## src/shared/timer_pkg.sv

```systemverilog
// Constants for the dual 8-bit timer with capture and PWM
// Behaviour
// - Two 8-bit counters run alone or join into one 16-bit counter.
// - First clock select: system clock /2,/4,/16,/64,/256,/1024,/4096 or event pin.
// - Second clock select: system clock /1, /2, /16, or the first timer's clock.
// - The second timer never takes the event pin directly.
// - Counters step on their clock; equality with compare raises that timer's interrupt.
// - Event clock selected: its pin is an input, counting on each rising edge.
// - Joined: first counter is the low byte, second the high byte.
// - Joined counter counts up to the joined compare value, then returns to zero.
// - Joined match raises only the first interrupt, never the second.
// - Capture mode: trigger copies the running count into the capture register.
// - After capture the count clears and restarts; compare interrupts still occur.
// - Capture mode: the shared counter address reads the capture register.
// - Joined capture takes and clears the whole 16-bit count.
// - PWM mode drives the second output pin, up to 10 bits, pin enable needed.
// - Period and duty are 10-bit: high register bits above the 8-bit registers.
// - Duty equal to period holds the output at the polarity level.
// - Duty zero holds the output at the inverse of the polarity level.
// - Polarity bit selects which level the duty part of the period shows.
// - Start bit one clears the counter and runs; zero stops it.
package timer_pkg;
	localparam logic [7:0] A_CTRL0 = 8'hb2;
	localparam logic [7:0] A_DATA0 = 8'hb3;
	localparam logic [7:0] A_CTRL1 = 8'hb4;
	localparam logic [7:0] A_DATA1 = 8'hb5;
	localparam logic [7:0] A_DUTY1 = 8'hb6;
	localparam logic [7:0] A_HIGH1 = 8'hb7;
	// First control fields
	localparam int C0_EN = 7;
	localparam int C0_PE = 6;
	localparam int C0_CAP = 5;
	localparam int C0_CKS_HI = 4;
	localparam int C0_CKS_LO = 2;
	// Second control fields
	localparam int C1_POL = 7;
	localparam int C1_COMB = 6;
	localparam int C1_PWM = 5;
	localparam int C1_CAP = 4;
	localparam int C1_CKS_HI = 3;
	localparam int C1_CKS_LO = 2;
	// Shared control fields
	localparam int C_CONT = 1;
	localparam int C_START = 0;
	// High register fields
	localparam int H_PE = 7;
	localparam int H_PER_HI = 3;
	localparam int H_PER_LO = 2;
	localparam int H_DUTY_HI = 1;
	localparam int H_DUTY_LO = 0;
	// Reset values and byte constants
	localparam logic [7:0] CMP_RST = 8'hff;
	localparam logic [7:0] PER_RST = 8'hff;
	localparam logic [7:0] BYTE_ZERO = 8'h00;
	localparam logic [7:0] BYTE_FULL = 8'hff;
	// Clock source codes
	localparam logic [2:0] CKS0_EXT = 3'h7;
	localparam logic [1:0] CKS1_DIV1 = 2'h0;
	localparam logic [1:0] CKS1_DIV2 = 2'h1;
	localparam logic [1:0] CKS1_DIV16 = 2'h2;
	localparam logic [1:0] CKS1_CHAIN = 2'h3;
	// Prescaler: a divide by 2^k ticks when the low k bits are all ones
	localparam int PRESC_W = 12;
	localparam logic [PRESC_W-1:0] DIV0_MASK [7] = '{12'h001, 12'h003, 12'h00f, 12'h03f,
		12'h0ff, 12'h3ff, 12'hfff};
	localparam logic [PRESC_W-1:0] DIV2_MASK = 12'h001;
	localparam logic [PRESC_W-1:0] DIV16_MASK = 12'h00f;
	localparam int PWM_W = 10;
	localparam logic [PWM_W-1:0] PWM_ZERO = 10'h000;
	localparam logic [PWM_W-1:0] PWM_ONE = 10'h001;
endpackage

```

## src/hw/count_cell.sv

```systemverilog
// Counter register with synchronous clear and step
`timescale 1ns/100ps
module count_cell #(
	parameter int W = 8
) (
	// Clock and reset
	input wire logic clk,
	input wire logic rst_n,
	// Control
	input wire logic clr,
	input wire logic inc,
	// Count
	output logic [W-1:0] cnt
);
	typedef struct packed {
		logic [W-1:0] cnt;
	} cell_t;
	cell_t s_reg;
	cell_t s_next;

	always_comb begin
		s_next = s_reg;
		// Clear wins over a step in the same cycle
		if (clr) begin
			s_next.cnt = '0;
		end else if (inc) begin
			s_next.cnt = s_reg.cnt + 1'b1;
		end
	end

	always_ff @(posedge clk or negedge rst_n) begin
		if (!rst_n) begin
			s_reg <= '0;
		end else begin
			s_reg <= s_next;
		end
	end

	assign cnt = s_reg.cnt;
endmodule

```

## src/hw/dual_timer.sv

```systemverilog
// Dual 8-bit timer/event counter with capture, compare output and PWM
//
// Local design decisions: the placing of the registers and the plain strobed port.
`timescale 1ns/100ps
module dual_timer
	import timer_pkg::*;
(
	// Clock and reset
	input wire logic clk,
	input wire logic rst_n,
	// Register port
	input wire logic [7:0] addr,
	input wire logic [7:0] wdata,
	input wire logic wr_en,
	input wire logic rd_en,
	output logic [7:0] rdata,
	// Pins
	input wire logic external_event_clock,
	input wire logic capture_trigger_a,
	input wire logic capture_trigger_b,
	output logic event_pin_input_sel,
	output logic first_out,
	output logic first_out_oe,
	output logic second_out,
	output logic second_out_oe,
	// Interrupt requests
	output logic first_irq,
	output logic second_irq
);
	typedef struct packed {
		logic [7:0] ctrl0;
		logic [7:0] first_compare_value;
		logic [7:0] first_capture_value;
		logic [7:0] ctrl1;
		logic [7:0] second_compare_value;
		logic [7:0] second_capture_value;
		logic [7:0] pwm_period_low;
		logic [7:0] pwm_duty_low;
		logic second_output_pin_enable;
		logic [3:0] pwm_high_bits;
		logic run0;
		logic run1;
		logic [PRESC_W-1:0] presc;
		logic [2:0] ext_s;
		logic [2:0] ta_s;
		logic [2:0] tb_s;
		logic m0_prev;
		logic m1_prev;
		logic irq0;
		logic irq1;
		logic out0;
		logic out1;
		logic [7:0] rdata;
	} state_t;
	state_t s_reg;
	state_t s_next;

	logic [7:0] c0;
	logic [PWM_W-1:0] c1;
	logic clr0, inc0, clr1, inc1;
	logic [2:0] first_clock_select;
	logic [1:0] second_clock_select;
	logic width_combine_select, pwm_mode_enable, first_capture_mode, second_capture_mode;
	logic pwm_polarity;
	logic ext_edge, ta_edge, tb_edge;
	logic tick0, tick1, en0, en1, step0, step1;
	logic start0, start1, stop0, capa, capb;
	logic m16, full16, m0, m1, wrap1;
	logic [15:0] c16;
	logic [PWM_W-1:0] period10, duty10;
	logic pwm_lvl;

	////////////////////////////////////////////////////////////////////////////////
	// Mode decode

	assign first_clock_select = s_reg.ctrl0[C0_CKS_HI:C0_CKS_LO];
	assign second_clock_select = s_reg.ctrl1[C1_CKS_HI:C1_CKS_LO];
	assign width_combine_select = s_reg.ctrl1[C1_COMB];
	assign pwm_mode_enable = s_reg.ctrl1[C1_PWM];
	assign first_capture_mode = s_reg.ctrl0[C0_CAP];
	assign second_capture_mode = s_reg.ctrl1[C1_CAP];
	assign pwm_polarity = s_reg.ctrl1[C1_POL];
	assign period10 = {s_reg.pwm_high_bits[H_PER_HI:H_PER_LO], s_reg.pwm_period_low};
	assign duty10 = {s_reg.pwm_high_bits[H_DUTY_HI:H_DUTY_LO], s_reg.pwm_duty_low};

	// Edges are taken from the second and third stages only
	assign ext_edge = s_reg.ext_s[1] & ~s_reg.ext_s[2];
	assign ta_edge = s_reg.ta_s[1] & ~s_reg.ta_s[2];
	assign tb_edge = s_reg.tb_s[1] & ~s_reg.tb_s[2];

	////////////////////////////////////////////////////////////////////////////////
	// Clock selection

	always_comb begin
		if (first_clock_select == CKS0_EXT) begin
			tick0 = ext_edge;
		end else begin
			tick0 = (s_reg.presc & DIV0_MASK[first_clock_select])
				== DIV0_MASK[first_clock_select];
		end
	end

	// No path from the event pin except through the first timer's tick
	always_comb begin
		unique case (second_clock_select)
			CKS1_DIV1: tick1 = 1'b1;
			CKS1_DIV2: tick1 = (s_reg.presc & DIV2_MASK) == DIV2_MASK;
			CKS1_DIV16: tick1 = (s_reg.presc & DIV16_MASK) == DIV16_MASK;
			CKS1_CHAIN: tick1 = tick0;
		endcase
	end

	////////////////////////////////////////////////////////////////////////////////
	// Counting, matching and capture

	assign start0 = wr_en && addr == A_CTRL0 && wdata[C_START];
	assign stop0 = wr_en && addr == A_CTRL0 && !wdata[C_START];
	assign start1 = wr_en && addr == A_CTRL1 && wdata[C_START];
	assign en0 = s_reg.ctrl0[C0_EN] & s_reg.ctrl0[C_CONT] & s_reg.run0;
	assign en1 = s_reg.ctrl1[C_CONT] & s_reg.run1;
	assign step0 = tick0 & en0;
	assign step1 = tick1 & en1;
	assign c16 = {c1[7:0], c0};
	assign m16 = c16 == {s_reg.second_compare_value, s_reg.first_compare_value};
	assign full16 = &c16;
	assign capa = first_capture_mode & ta_edge;
	assign capb = !width_combine_select & second_capture_mode & tb_edge;
	assign m0 = s_reg.run0 & (width_combine_select ? m16 : c0 == s_reg.first_compare_value);
	assign m1 = s_reg.run1 & !width_combine_select & !pwm_mode_enable
		& c1 == {2'b00, s_reg.second_compare_value};

	always_comb begin
		if (pwm_mode_enable) begin
			wrap1 = period10 == PWM_ZERO || c1 >= period10 - PWM_ONE;
		end else begin
			wrap1 = c1[7:0] == s_reg.second_compare_value || &c1[7:0];
		end
	end

	always_comb begin
		if (width_combine_select) begin
			// Both bytes clear together on the joined match
			clr0 = start0 | capa | (step0 & (m16 | full16));
			inc0 = step0;
			clr1 = clr0;
			inc1 = step0 & (c0 == BYTE_FULL);
		end else begin
			clr0 = start0 | capa | (step0 & c0 == s_reg.first_compare_value);
			inc0 = step0;
			clr1 = start1 | capb | (step1 & wrap1);
			inc1 = step1;
		end
	end

	count_cell #(.W(8)) first_cell (
		.clk(clk),
		.rst_n(rst_n),
		.clr(clr0),
		.inc(inc0),
		.cnt(c0)
	);

	count_cell #(.W(PWM_W)) second_cell (
		.clk(clk),
		.rst_n(rst_n),
		.clr(clr1),
		.inc(inc1),
		.cnt(c1)
	);

	// Duty part shows the polarity level, so the end cases fall out directly
	assign pwm_lvl = (c1 < duty10) ? pwm_polarity : ~pwm_polarity;

	////////////////////////////////////////////////////////////////////////////////
	// Next state

	always_comb begin
		s_next = s_reg;
		s_next.presc = s_reg.presc + 1'b1;
		s_next.ext_s = {s_reg.ext_s[1:0], external_event_clock};
		s_next.ta_s = {s_reg.ta_s[1:0], capture_trigger_a};
		s_next.tb_s = {s_reg.tb_s[1:0], capture_trigger_b};
		s_next.m0_prev = m0;
		s_next.m1_prev = m1;
		s_next.irq0 = m0 & !s_reg.m0_prev;
		s_next.irq1 = m1 & !s_reg.m1_prev;
		if (s_next.irq0) begin
			s_next.out0 = ~s_reg.out0;
		end
		if (pwm_mode_enable) begin
			s_next.out1 = pwm_lvl;
		end else if (s_next.irq1) begin
			s_next.out1 = ~s_reg.out1;
		end
		if (capa) begin
			s_next.first_capture_value = c0;
			if (width_combine_select) begin
				s_next.second_capture_value = c1[7:0];
			end
		end
		if (capb) begin
			s_next.second_capture_value = c1[7:0];
		end
		if (wr_en) begin
			unique case (addr)
				A_CTRL0: begin
					s_next.ctrl0 = wdata;
					s_next.run0 = wdata[C_START];
				end
				A_DATA0: s_next.first_compare_value = wdata;
				A_CTRL1: begin
					s_next.ctrl1 = wdata;
					s_next.run1 = wdata[C_START];
				end
				A_DATA1: begin
					if (pwm_mode_enable) begin
						s_next.pwm_period_low = wdata;
					end else begin
						s_next.second_compare_value = wdata;
					end
				end
				A_DUTY1: begin
					if (pwm_mode_enable) begin
						s_next.pwm_duty_low = wdata;
					end
				end
				A_HIGH1: begin
					s_next.second_output_pin_enable = wdata[H_PE];
					s_next.pwm_high_bits = wdata[H_PER_HI:H_DUTY_LO];
				end
				default: ;
			endcase
		end
		s_next.rdata = BYTE_ZERO;
		if (rd_en) begin
			unique case (addr)
				A_CTRL0: s_next.rdata = {s_reg.ctrl0[7:1], s_reg.run0};
				A_DATA0: s_next.rdata = first_capture_mode ? s_reg.first_capture_value : c0;
				A_CTRL1: s_next.rdata = {s_reg.ctrl1[7:1], s_reg.run1};
				A_DUTY1: begin
					if (second_capture_mode) begin
						s_next.rdata = s_reg.second_capture_value;
					end else if (pwm_mode_enable) begin
						s_next.rdata = s_reg.pwm_duty_low;
					end else begin
						s_next.rdata = c1[7:0];
					end
				end
				default: s_next.rdata = BYTE_ZERO;
			endcase
		end
	end

	always_ff @(posedge clk or negedge rst_n) begin
		if (!rst_n) begin
			s_reg <= '0;
			s_reg.first_compare_value <= CMP_RST;
			s_reg.second_compare_value <= CMP_RST;
			s_reg.pwm_period_low <= PER_RST;
		end else begin
			s_reg <= s_next;
		end
	end

	////////////////////////////////////////////////////////////////////////////////
	// Outputs

	assign rdata = s_reg.rdata;
	assign event_pin_input_sel = first_clock_select == CKS0_EXT;
	assign first_out = s_reg.out0;
	assign first_out_oe = s_reg.ctrl0[C0_PE];
	assign second_out = s_reg.out1;
	assign second_out_oe = s_reg.second_output_pin_enable;
	assign first_irq = s_reg.irq0;
	assign second_irq = s_reg.irq1;
endmodule

```

## config.mk

```make
export PLATFORM = sky130hd
export DESIGN_NAME = dual_timer
export DESIGN_NICKNAME = d
export VERILOG_FILES = /design/src/shared/timer_pkg.sv /design/src/hw/count_cell.sv /design/src/hw/dual_timer.sv
export SDC_FILE = /design/constraint.sdc
export NUM_CORES = 1
export LEC_CHECK = 0
export BUFFER_PORTS_ARGS = -buffer_cell sky130_fd_sc_hd__buf_4
export CORE_AREA = 2 2 120 122
export DETAILED_ROUTE_END_ITERATION = 6
export DIE_AREA = 0 0 122 124
export PLACE_DENSITY = 0.62
export SLEW_MARGIN = 5
export SYNTH_ARGS = -nofsm -noshare
export SYNTH_HDL_FRONTEND = slang
export SYNTH_HIERARCHICAL = 1
export SYNTH_SLANG_ARGS = --single-unit
```

## constraint.sdc

```tcl
create_clock -name clk -period 3.7 [get_ports clk]
set_input_delay 0.555 -clock clk [delete_from_list [all_inputs] [get_ports clk]]
set_output_delay 0.555 -clock clk [all_outputs]
set_load 0.03 [all_outputs]
```

==> results.toml, run 1 <==
[outcome]
status = "finished, final reports clean"

[yosys]
async_flop_share = 1.00
synth_edf_count = 0
syn-num-nets = 592
synth_warnings = 6
ys_ff_latch = 122
synth_area_per_cell_sq_um = 11.6
ys_top_cells_by_area = "dfrtp_1 (39%), mux2_2 (13%), dfstp_2 (9.9%)"
synth_area_leader_cell = "dfrtp_1"
synth_top_area_frac = 0.387
synth_cell_types = 61
syn-instance-count = 545
synth_flop_cell = "dfrtp_1"
yosysSeqAreaShare = 0.486
syn_area_sq_um = 6340

[final_layout]
largest_reg_flops = 58
final_cell_count_no_fill = 780
drive_above_1_share = 0.327
layout_common_cells = "dfrtp_1 (98), mux2_2 (76), buf_4 (49)"
final_area_sq_um = 7410
syn_to_final_growth_pct = 16.8
finalNetCount = 634
final_common_cell = "dfrtp_1"
diodes = 0

[place]
dp_cells = 748
gp_congestion = 0.825
port_buffers = 37
placed_cell_area_sq_um = 6810
pre_cts_ws_ps = 213
dp_hpwl_microns = 10700

[clock_network]
clk_latency_ps = 420
clockBufferDepth = 2
cts.clk_slew.worst_paths_ps = 60
clockRootBuffer = "clkbuf_16"
cts_max_level = 4
cts_tree = "yes"
cts_setup_buffers = 0
clock_sinks = 122
numCtsBuffers = 17
holdBufCountCts = 0

[run]
drv_cap = 0

[critical_path]
critPathLaunchType = "flop"
ff2ff_setup_slack_ps = 270
worst-endpoint-arrival_ps = 3770
crit_fanout = 10
end_kind = "flop"
r2r_cells = 11
r2r_end = "second_cell/cnt[8]"
critPathKind = "reg2reg"
r2r_start = "period10[4]"
critPathRequiredTime_ps = 4040

[detailed_routing]
via_per_inst = 5.70
ant_nets = 0
route.detailed.drc = 0
vias = 4444
drt_iter0_drc = 194
dr.pass1.iters = 5
wl_microns = 15200
wl_per_cell_microns = 19.4

[power]
total_power_w = 0.00333
power_density_nw_per_um2 = 449
vdd_drop_max_mv = 0.376
leakage_nw = 3.32

[grt]
grt_max_degree = 64
gr-total-overflow = 0
first_global_vias = 4724
grt_pass1_wl_microns = 25000
grt.total_usage = 0.222
antenna_found_initial = 0

[floorplan]
fp.dieH_microns = 124
start_util = 0.462
die_area_sq_um = 15100
io_pins = 38
core_sq_um = 13700
die_w_microns = 122
core.rowCount = 43

[timing]
setup_tns_ps = 0
fin_crit_sh = 0.926
hold_viol = 0
period_needed_ps = 3430
rsz0062_at_grt = "no"
clock_skew_ps = 6.74
drv_slew = 0
max_freq_mhz = 292
setup_viol = 0
tightestPinTransition_ps = 849
slew_headroom = 0.430
setup_slack_ps = 273

[worst_hold_path]
hold_class = "in2async"
[power by group]
group          internal, W  switching (W)  total (W)
Clock              0.00107       0.000601    0.00167
Sequential         0.00138      0.0000346    0.00142
Combinational    0.0000973       0.000142   0.000239
Total              0.00255       0.000777    0.00333
[cells by family after synthesis]
| kind of cell | after synthesis | synth area share |
|---|---|---|
| muxes | 86 | 0.151 |
| DFF | 122 | 0.486 |
| AOI/OAI and AO/OA | 89 | 0.0963 |
| buffers and inverters | 53 | 0.0389 |
| and+or+nand+nor | 127 | 0.120 |
| xor gates and xnor gates | 44 | 0.0607 |
| adders and majority gates | 24 | 0.0473 |
[layout make-up]
| type | instances | area [sq um] |
|---|---|---|
| clock buffer | 20 | 447 |
| clock inverter | 12 | 149 |
| fill | 1200 | 6310 |
| inverter | 26 | 97.6 |
| multi-input combinational | 370 | 3020 |
| sequential | 122 | 3080 |
| tap | 180 | 225 |
| timing repair buffer | 50 | 388 |
[critical path: stages, from the launching register on]
cell       delay (ps)
dfstp_2           390
or4_1             570
nor3_1            200
xnor2_1           100
ha_1              310
nand4_1           120
nor4_1            330
o32ai_1           150
o221ai_2          260
o2111ai_4         230
or4_1             520
a21oi_1           160
[cells in the mapped netlist, types with 11 or more instances]
| master | instances |
|---|---|
| nand4_1 | 16 |
| inv_1 | 26 |
| a22oi_1 | 15 |
| buf_4 | 11 |
| nand3_1 | 13 |
| dfrtp_1 | 98 |
| xor2_1 | 11 |
| nand2_1 | 23 |
| ha_1 | 24 |
| nor2_1 | 21 |
| dfstp_2 | 24 |
| xnor2_1 | 33 |
| a21oi_1 | 20 |
| mux2_2 | 76 |
| o21ai_0 | 19 |
[repair_timing]
action,in CTS,in global routing
endpoints found under the hold margin,0,0
gates resized for setup,0,1
setup endpoints to repair,0,4
[how the worst max path moves through the flow]
| stage | from | endpoint | slack (ps) | cells past startpoint |
|---|---|---|---|---|
| 6_report | period10[4] | second_cell/cnt[8] | 270 | 11 |
| 3_5_place_dp | period10[4] | second_cell/cnt[9] | 210 | 11 |
| 4_1_cts | period10[4] | second_cell/cnt[9] | 180 | 11 |
| 2_1_floorplan | period10[4] | second_cell/cnt[7] | 540 | 11 |
| 3_3_place_gp | period10[4] | second_cell/cnt[7] | 370 | 11 |
| 5_1_grt | period10[4] | second_cell/cnt[7] | 20 | 11 |
[stage by stage]
| stage | hold slack (ps) | utilization |
|---|---|---|
| after global placement | 338 | 0.496 |
| after CTS | 224 | 0.540 |
| after detailed placement | 336 | 0.496 |
| after global routing | 214 | 0.540 |
| after floorplan | 259 | - |
| final | 204 | 0.540 |
[routing by layer]
layer  GRT usage  vias to the layer above  part of all wire
li1            -                     2059                 -
met1       0.278                     2250              0.44
met2       0.375                      107              0.50
met3      0.0513                       28             0.041
met4      0.0855                        0             0.020
met5           0                        -                 0
No activity file was read; power rests on OpenSTA's default activity.
==> inputs of run 2 (changes only) <==
CTS_BUF_LIST = sky130_fd_sc_hd__clkbuf_4 sky130_fd_sc_hd__clkbuf_8   (was unset)
==> run 2 against run 1 <==
- critical endpoint unchanged
- register-to-register slack improved by 20 ps
- combinational power is essentially flat
- clock power fell by 26%
- count of clock-buffer cells in the layout stayed put
- hold slack got worse by 36 ps
- highest routed layer unchanged
- final cell count stayed put
- setup slack improved by 19 ps
- sequential power hardly changed
==> results.toml, run 2 (synthesized netlist as in run 1, its figures left out) <==
[outcome]
status = "finished, final reports clean"

[final_layout]
drive_above_1_share = 0.330
layout_common_cells = "dfrtp_1 (98), mux2_2 (76), buf_4 (49)"
final_common_cell = "dfrtp_1"
syn_to_final_growth_pct = 13.9
finalNetCount = 634
largest_reg_flops = 58
post-route-util = 0.527
diodes = 0

[critical_path]
crit_top_cell = "or4_1"
crit_fanout = 10
critPathBufInv = 0
max_stage_delay_ps = 570
worst-endpoint-arrival_ps = 3780
cp_slowest_cell = "or4_1"
critPathRequiredTime_ps = 4070
r2r_end = "second_cell/cnt[8]"
ff2ff_setup_slack_ps = 290
critPathKind = "reg2reg"
r2r_cells = 11
cp_top_family = "simple AND/OR/NAND/NOR gates"
path_cells = "or4_1 > nor3_1 > xnor2_1 > ha_1 > nand4_1 > nor4_1 > o32ai_1 > o221ai_2 > o2111ai_4 > or4_1 > a21oi_1"
r2r_start = "period10[4]"
end_kind = "flop"
critPathLaunchType = "flop"

[power]
vdd_drop_max_mv = 0.291
leakage_nw = 3.24
power_density_nw_per_um2 = 400

[floorplan]
io_pins = 38
core_sq_um = 13700
die_w_microns = 122
start_util = 0.462
fp.dieH_microns = 124
core.rowCount = 43
die_area_sq_um = 15100

[clock_network]
clockRootBuffer = "clkbuf_8"
cts_setup_buffers = 0
holdBufCountCts = 0
clk_latency_ps = 450
clock_sinks = 122
clockBufferDepth = 2
numCtsBuffers = 17
cts.clk_slew.worst_paths_ps = 70
cts_tree = "yes"
cts_max_level = 4

[grt]
grt_pass1_wl_microns = 24800
first_global_vias = 4702
antenna_found_initial = 0
grt.total_usage = 0.220
grt_max_degree = 64
gr-total-overflow = 0

[detailed_routing]
route.detailed.drc = 0
dr.pass1.iters = 5
via_per_inst = 5.69
wl_microns = 15000
ant_nets = 0
drt_iter0_drc = 231
vias = 4436
wl_per_cell_microns = 19.2

[timing]
hold_viol = 0
clock_skew_ps = 11.4
slew_headroom = 0.445
fin_crit_sh = 0.921
drv_slew = 0
setup_tns_ps = 0
rsz0062_at_grt = "no"
period_needed_ps = 3410
max_freq_mhz = 293
setup_viol = 0
tightestPinTransition_ps = 826

[place]
dp_hpwl_microns = 10700
gp_congestion = 0.825
port_buffers = 37

[run]
drv_cap = 0

[worst_hold_path]
hold_class = "in2async"
run 2: report_power, final:
| group | internal [W] | switching (W) |
|---|---|---|
| sequential | 0.00138 | 0.0000346 |
| clock | 0.000694 | 0.000543 |
| combinational | 0.0000973 | 0.000143 |
| total | 0.00217 | 0.000720 |
run 2: worst max path at each step:
stage,from,slack [ps],end,cells past startpoint
3_3_place_gp,period10[4],370,second_cell/cnt[7],11
4_1_cts,period10[4],180,second_cell/cnt[9],11
2_1_floorplan,period10[4],540,second_cell/cnt[7],11
5_1_grt,period10[4],20,second_cell/cnt[7],11
3_5_place_dp,period10[4],210,second_cell/cnt[9],11
6_report,period10[4],290,second_cell/cnt[8],11
run 2: cell type report:
cell class              instances  area [sq um]
clock buffers                  20           263
clock inverters                12           149
well taps                     180           225
flip-flops and latches        122          3080
repair buffers                 50           388
multi-input cells             370          3020
inverters                      26          97.6
fillers                      1218          6490
run 2: repair_timing:
action                                 CTS  global route
endpoints found under the hold margin    0             0
resized for setup                        0             1
setup endpoints to repair                0             4
run 2: routing by layer:
| metal | part of all wire | up-vias | global-route usage |
|---|---|---|---|
| li1 | - | 2053 | - |
| met1 | 0.45 | 2238 | 0.279 |
| met2 | 0.48 | 112 | 0.363 |
| met3 | 0.040 | 33 | 0.0467 |
| met4 | 0.026 | 0 | 0.101 |
| met5 | 0 | - | 0 |
run 2: through the flow:
step           worst slack [ps]  area (sq um)  power (W)  hold WS, ps  cells
2_1_floorplan               535          6340    0.00155          259    545
5_1_grt                    22.2          7230    0.00302          174    780
3_5_place_dp                213          6810    0.00168          336    748
3_3_place_gp                370          6810    0.00167          338    748
4_1_cts                     185          7220    0.00292          185    780
6_report                    292          7230    0.00289          168    780
==> inputs of run 3 (changes only) <==
CORE_AREA = 2 2 91 159   (was 2 2 120 122)
DIE_AREA = 0 0 93 161   (was 0 0 122 124)
==> run 3 against run 2 <==
- clock power fell by 5%
- design area rose by 0.23%
- maximum frequency fell by 5.2%
- global-route usage rose by 0.061 points
- non-clock buffer count did not move
- clock skew rose by 0.61 ps
- hold slack improved by 49 ps
- critical path type unchanged
==> results.toml, run 3 (synthesized netlist as in run 1, its figures left out) <==
[final_layout]
syn_to_final_growth_pct = 14.2
finalNetCount = 635
post-route-util = 0.529
layout_common_cells = "dfrtp_1 (98), mux2_2 (76), buf_4 (49)"
final_area_sq_um = 7240
largest_reg_flops = 58
diodes = 0
final_common_cell = "dfrtp_1"
drive_above_1_share = 0.336

[place]
dp_hpwl_microns = 11700
gp_congestion = 0.919
port_buffers = 37
placed_cell_area_sq_um = 6800
pre_cts_ws_ps = 166

[detailed_routing]
ant_nets = 0
via_per_inst = 5.82
dr.pass1.iters = 4
route.detailed.drc = 0
wl_per_cell_microns = 20.4
vias = 4525
drt_iter0_drc = 186
wl_microns = 15900

[floorplan]
start_util = 0.463
core_sq_um = 13700
core.rowCount = 57
die_w_microns = 93
die_area_sq_um = 15000
io_pins = 38
fp.dieH_microns = 161

[clock_network]
holdBufCountCts = 0
clock_sinks = 122
clockRootBuffer = "clkbuf_8"
numCtsBuffers = 17
clk_latency_ps = 430
cts.clk_slew.worst_paths_ps = 80
cts_tree = "yes"
cts_max_level = 4
clockBufferDepth = 2

[critical_path]
critPathKind = "reg2reg"
worst-endpoint-arrival_ps = 3950
crit_fanout = 6
critPathRequiredTime_ps = 4060
end_kind = "flop"
critPathLaunchType = "flop"

[timing]
drv_slew = 0
hold_viol = 0
tightestPinTransition_ps = 854
hold_slack_ps = 217
fin_crit_sh = 0.971
clock_skew_ps = 12.0
max_freq_mhz = 278
period_needed_ps = 3590
setup_slack_ps = 107
setup_viol = 0
slew_headroom = 0.431

[power]
leakage_nw = 3.25
total_power_w = 0.00284
vdd_drop_max_mv = 0.201
power_density_nw_per_um2 = 392

[grt]
top_usage_layer = "met2"
first_global_vias = 4672
gr-total-overflow = 0
use_met3 = 0.0406
grt.total_usage = 0.221
met1_usage = 0.241
antenna_found_initial = 0
grt_max_degree = 67
use_met2 = 0.398
grt_pass1_wl_microns = 25100

[outcome]
status = "finished, final reports clean"

[worst_hold_path]
hold_class = "in2async"

[run]
drv_cap = 0
-- run 3: power by group --
part	internal, W	switching [W]
Sequential	0.00138	0.0000366
Combinational	0.0000985	0.000146
Clock	0.000647	0.000536
-- run 3: timing repair --
item	CTS	global route
hold endpoints to repair	0	0
resized for setup	0	4
setup buffers	0	0
endpoints found under the setup margin	0	5
-- run 3: layout make-up --
type / count / area (sq um)
clock buffer: 21 / 277
tap: 177 / 221
sequential: 122 / 3080
multi-input combinational: 371 / 3050
clock inverter: 11 / 121
timing repair buffer: 50 / 388
fill: 1258 / 6450
inverter: 26 / 97.6
-- run 3: through the flow --
stage	instances	setup TNS [ps]
after floorplan	545	0
after global placement	745	0
after detailed placement	745	0
after CTS	777	0
after global routing	778	-124
final	778	0
-- run 3: worst paths after layout --
kind	start	end	slack, ps	cells past startpoint
worst max-delay path	period10[4]	second_cell/cnt[8]	110	11
worst min-delay path	rst_n	first_cell/cnt[3]	220	1
worst max register to register	period10[4]	second_cell/cnt[8]	110	11
worst min register to register	s_next[15]	s_next[16]	350	0
max in group asynchronous	rst_n	s_reg[91]	2630	2
min in group clk	capture_trigger_b	s_next[15]	220	1
-- run 3: layer usage --
| metal | routed length, microns | vias up |
|---|---|---|
| li1 | - | 2071 |
| met1 | 5960 | 2308 |
| met2 | 8690 | 108 |
| met3 | 472 | 38 |
| met4 | 757 | 0 |
| met5 | 0 | - |
-- run 3: critical path: stages, from the launching register on --
cell and delay, ps:
dfstp_2 400, or4_1 600, nor3_2 150, xnor2_1 90, ha_1 330, nand4_1 170, nor4_2 390, o32ai_2 160
o221ai_2 340, o2111ai_2 210, or4_1 530, a21oi_1 150
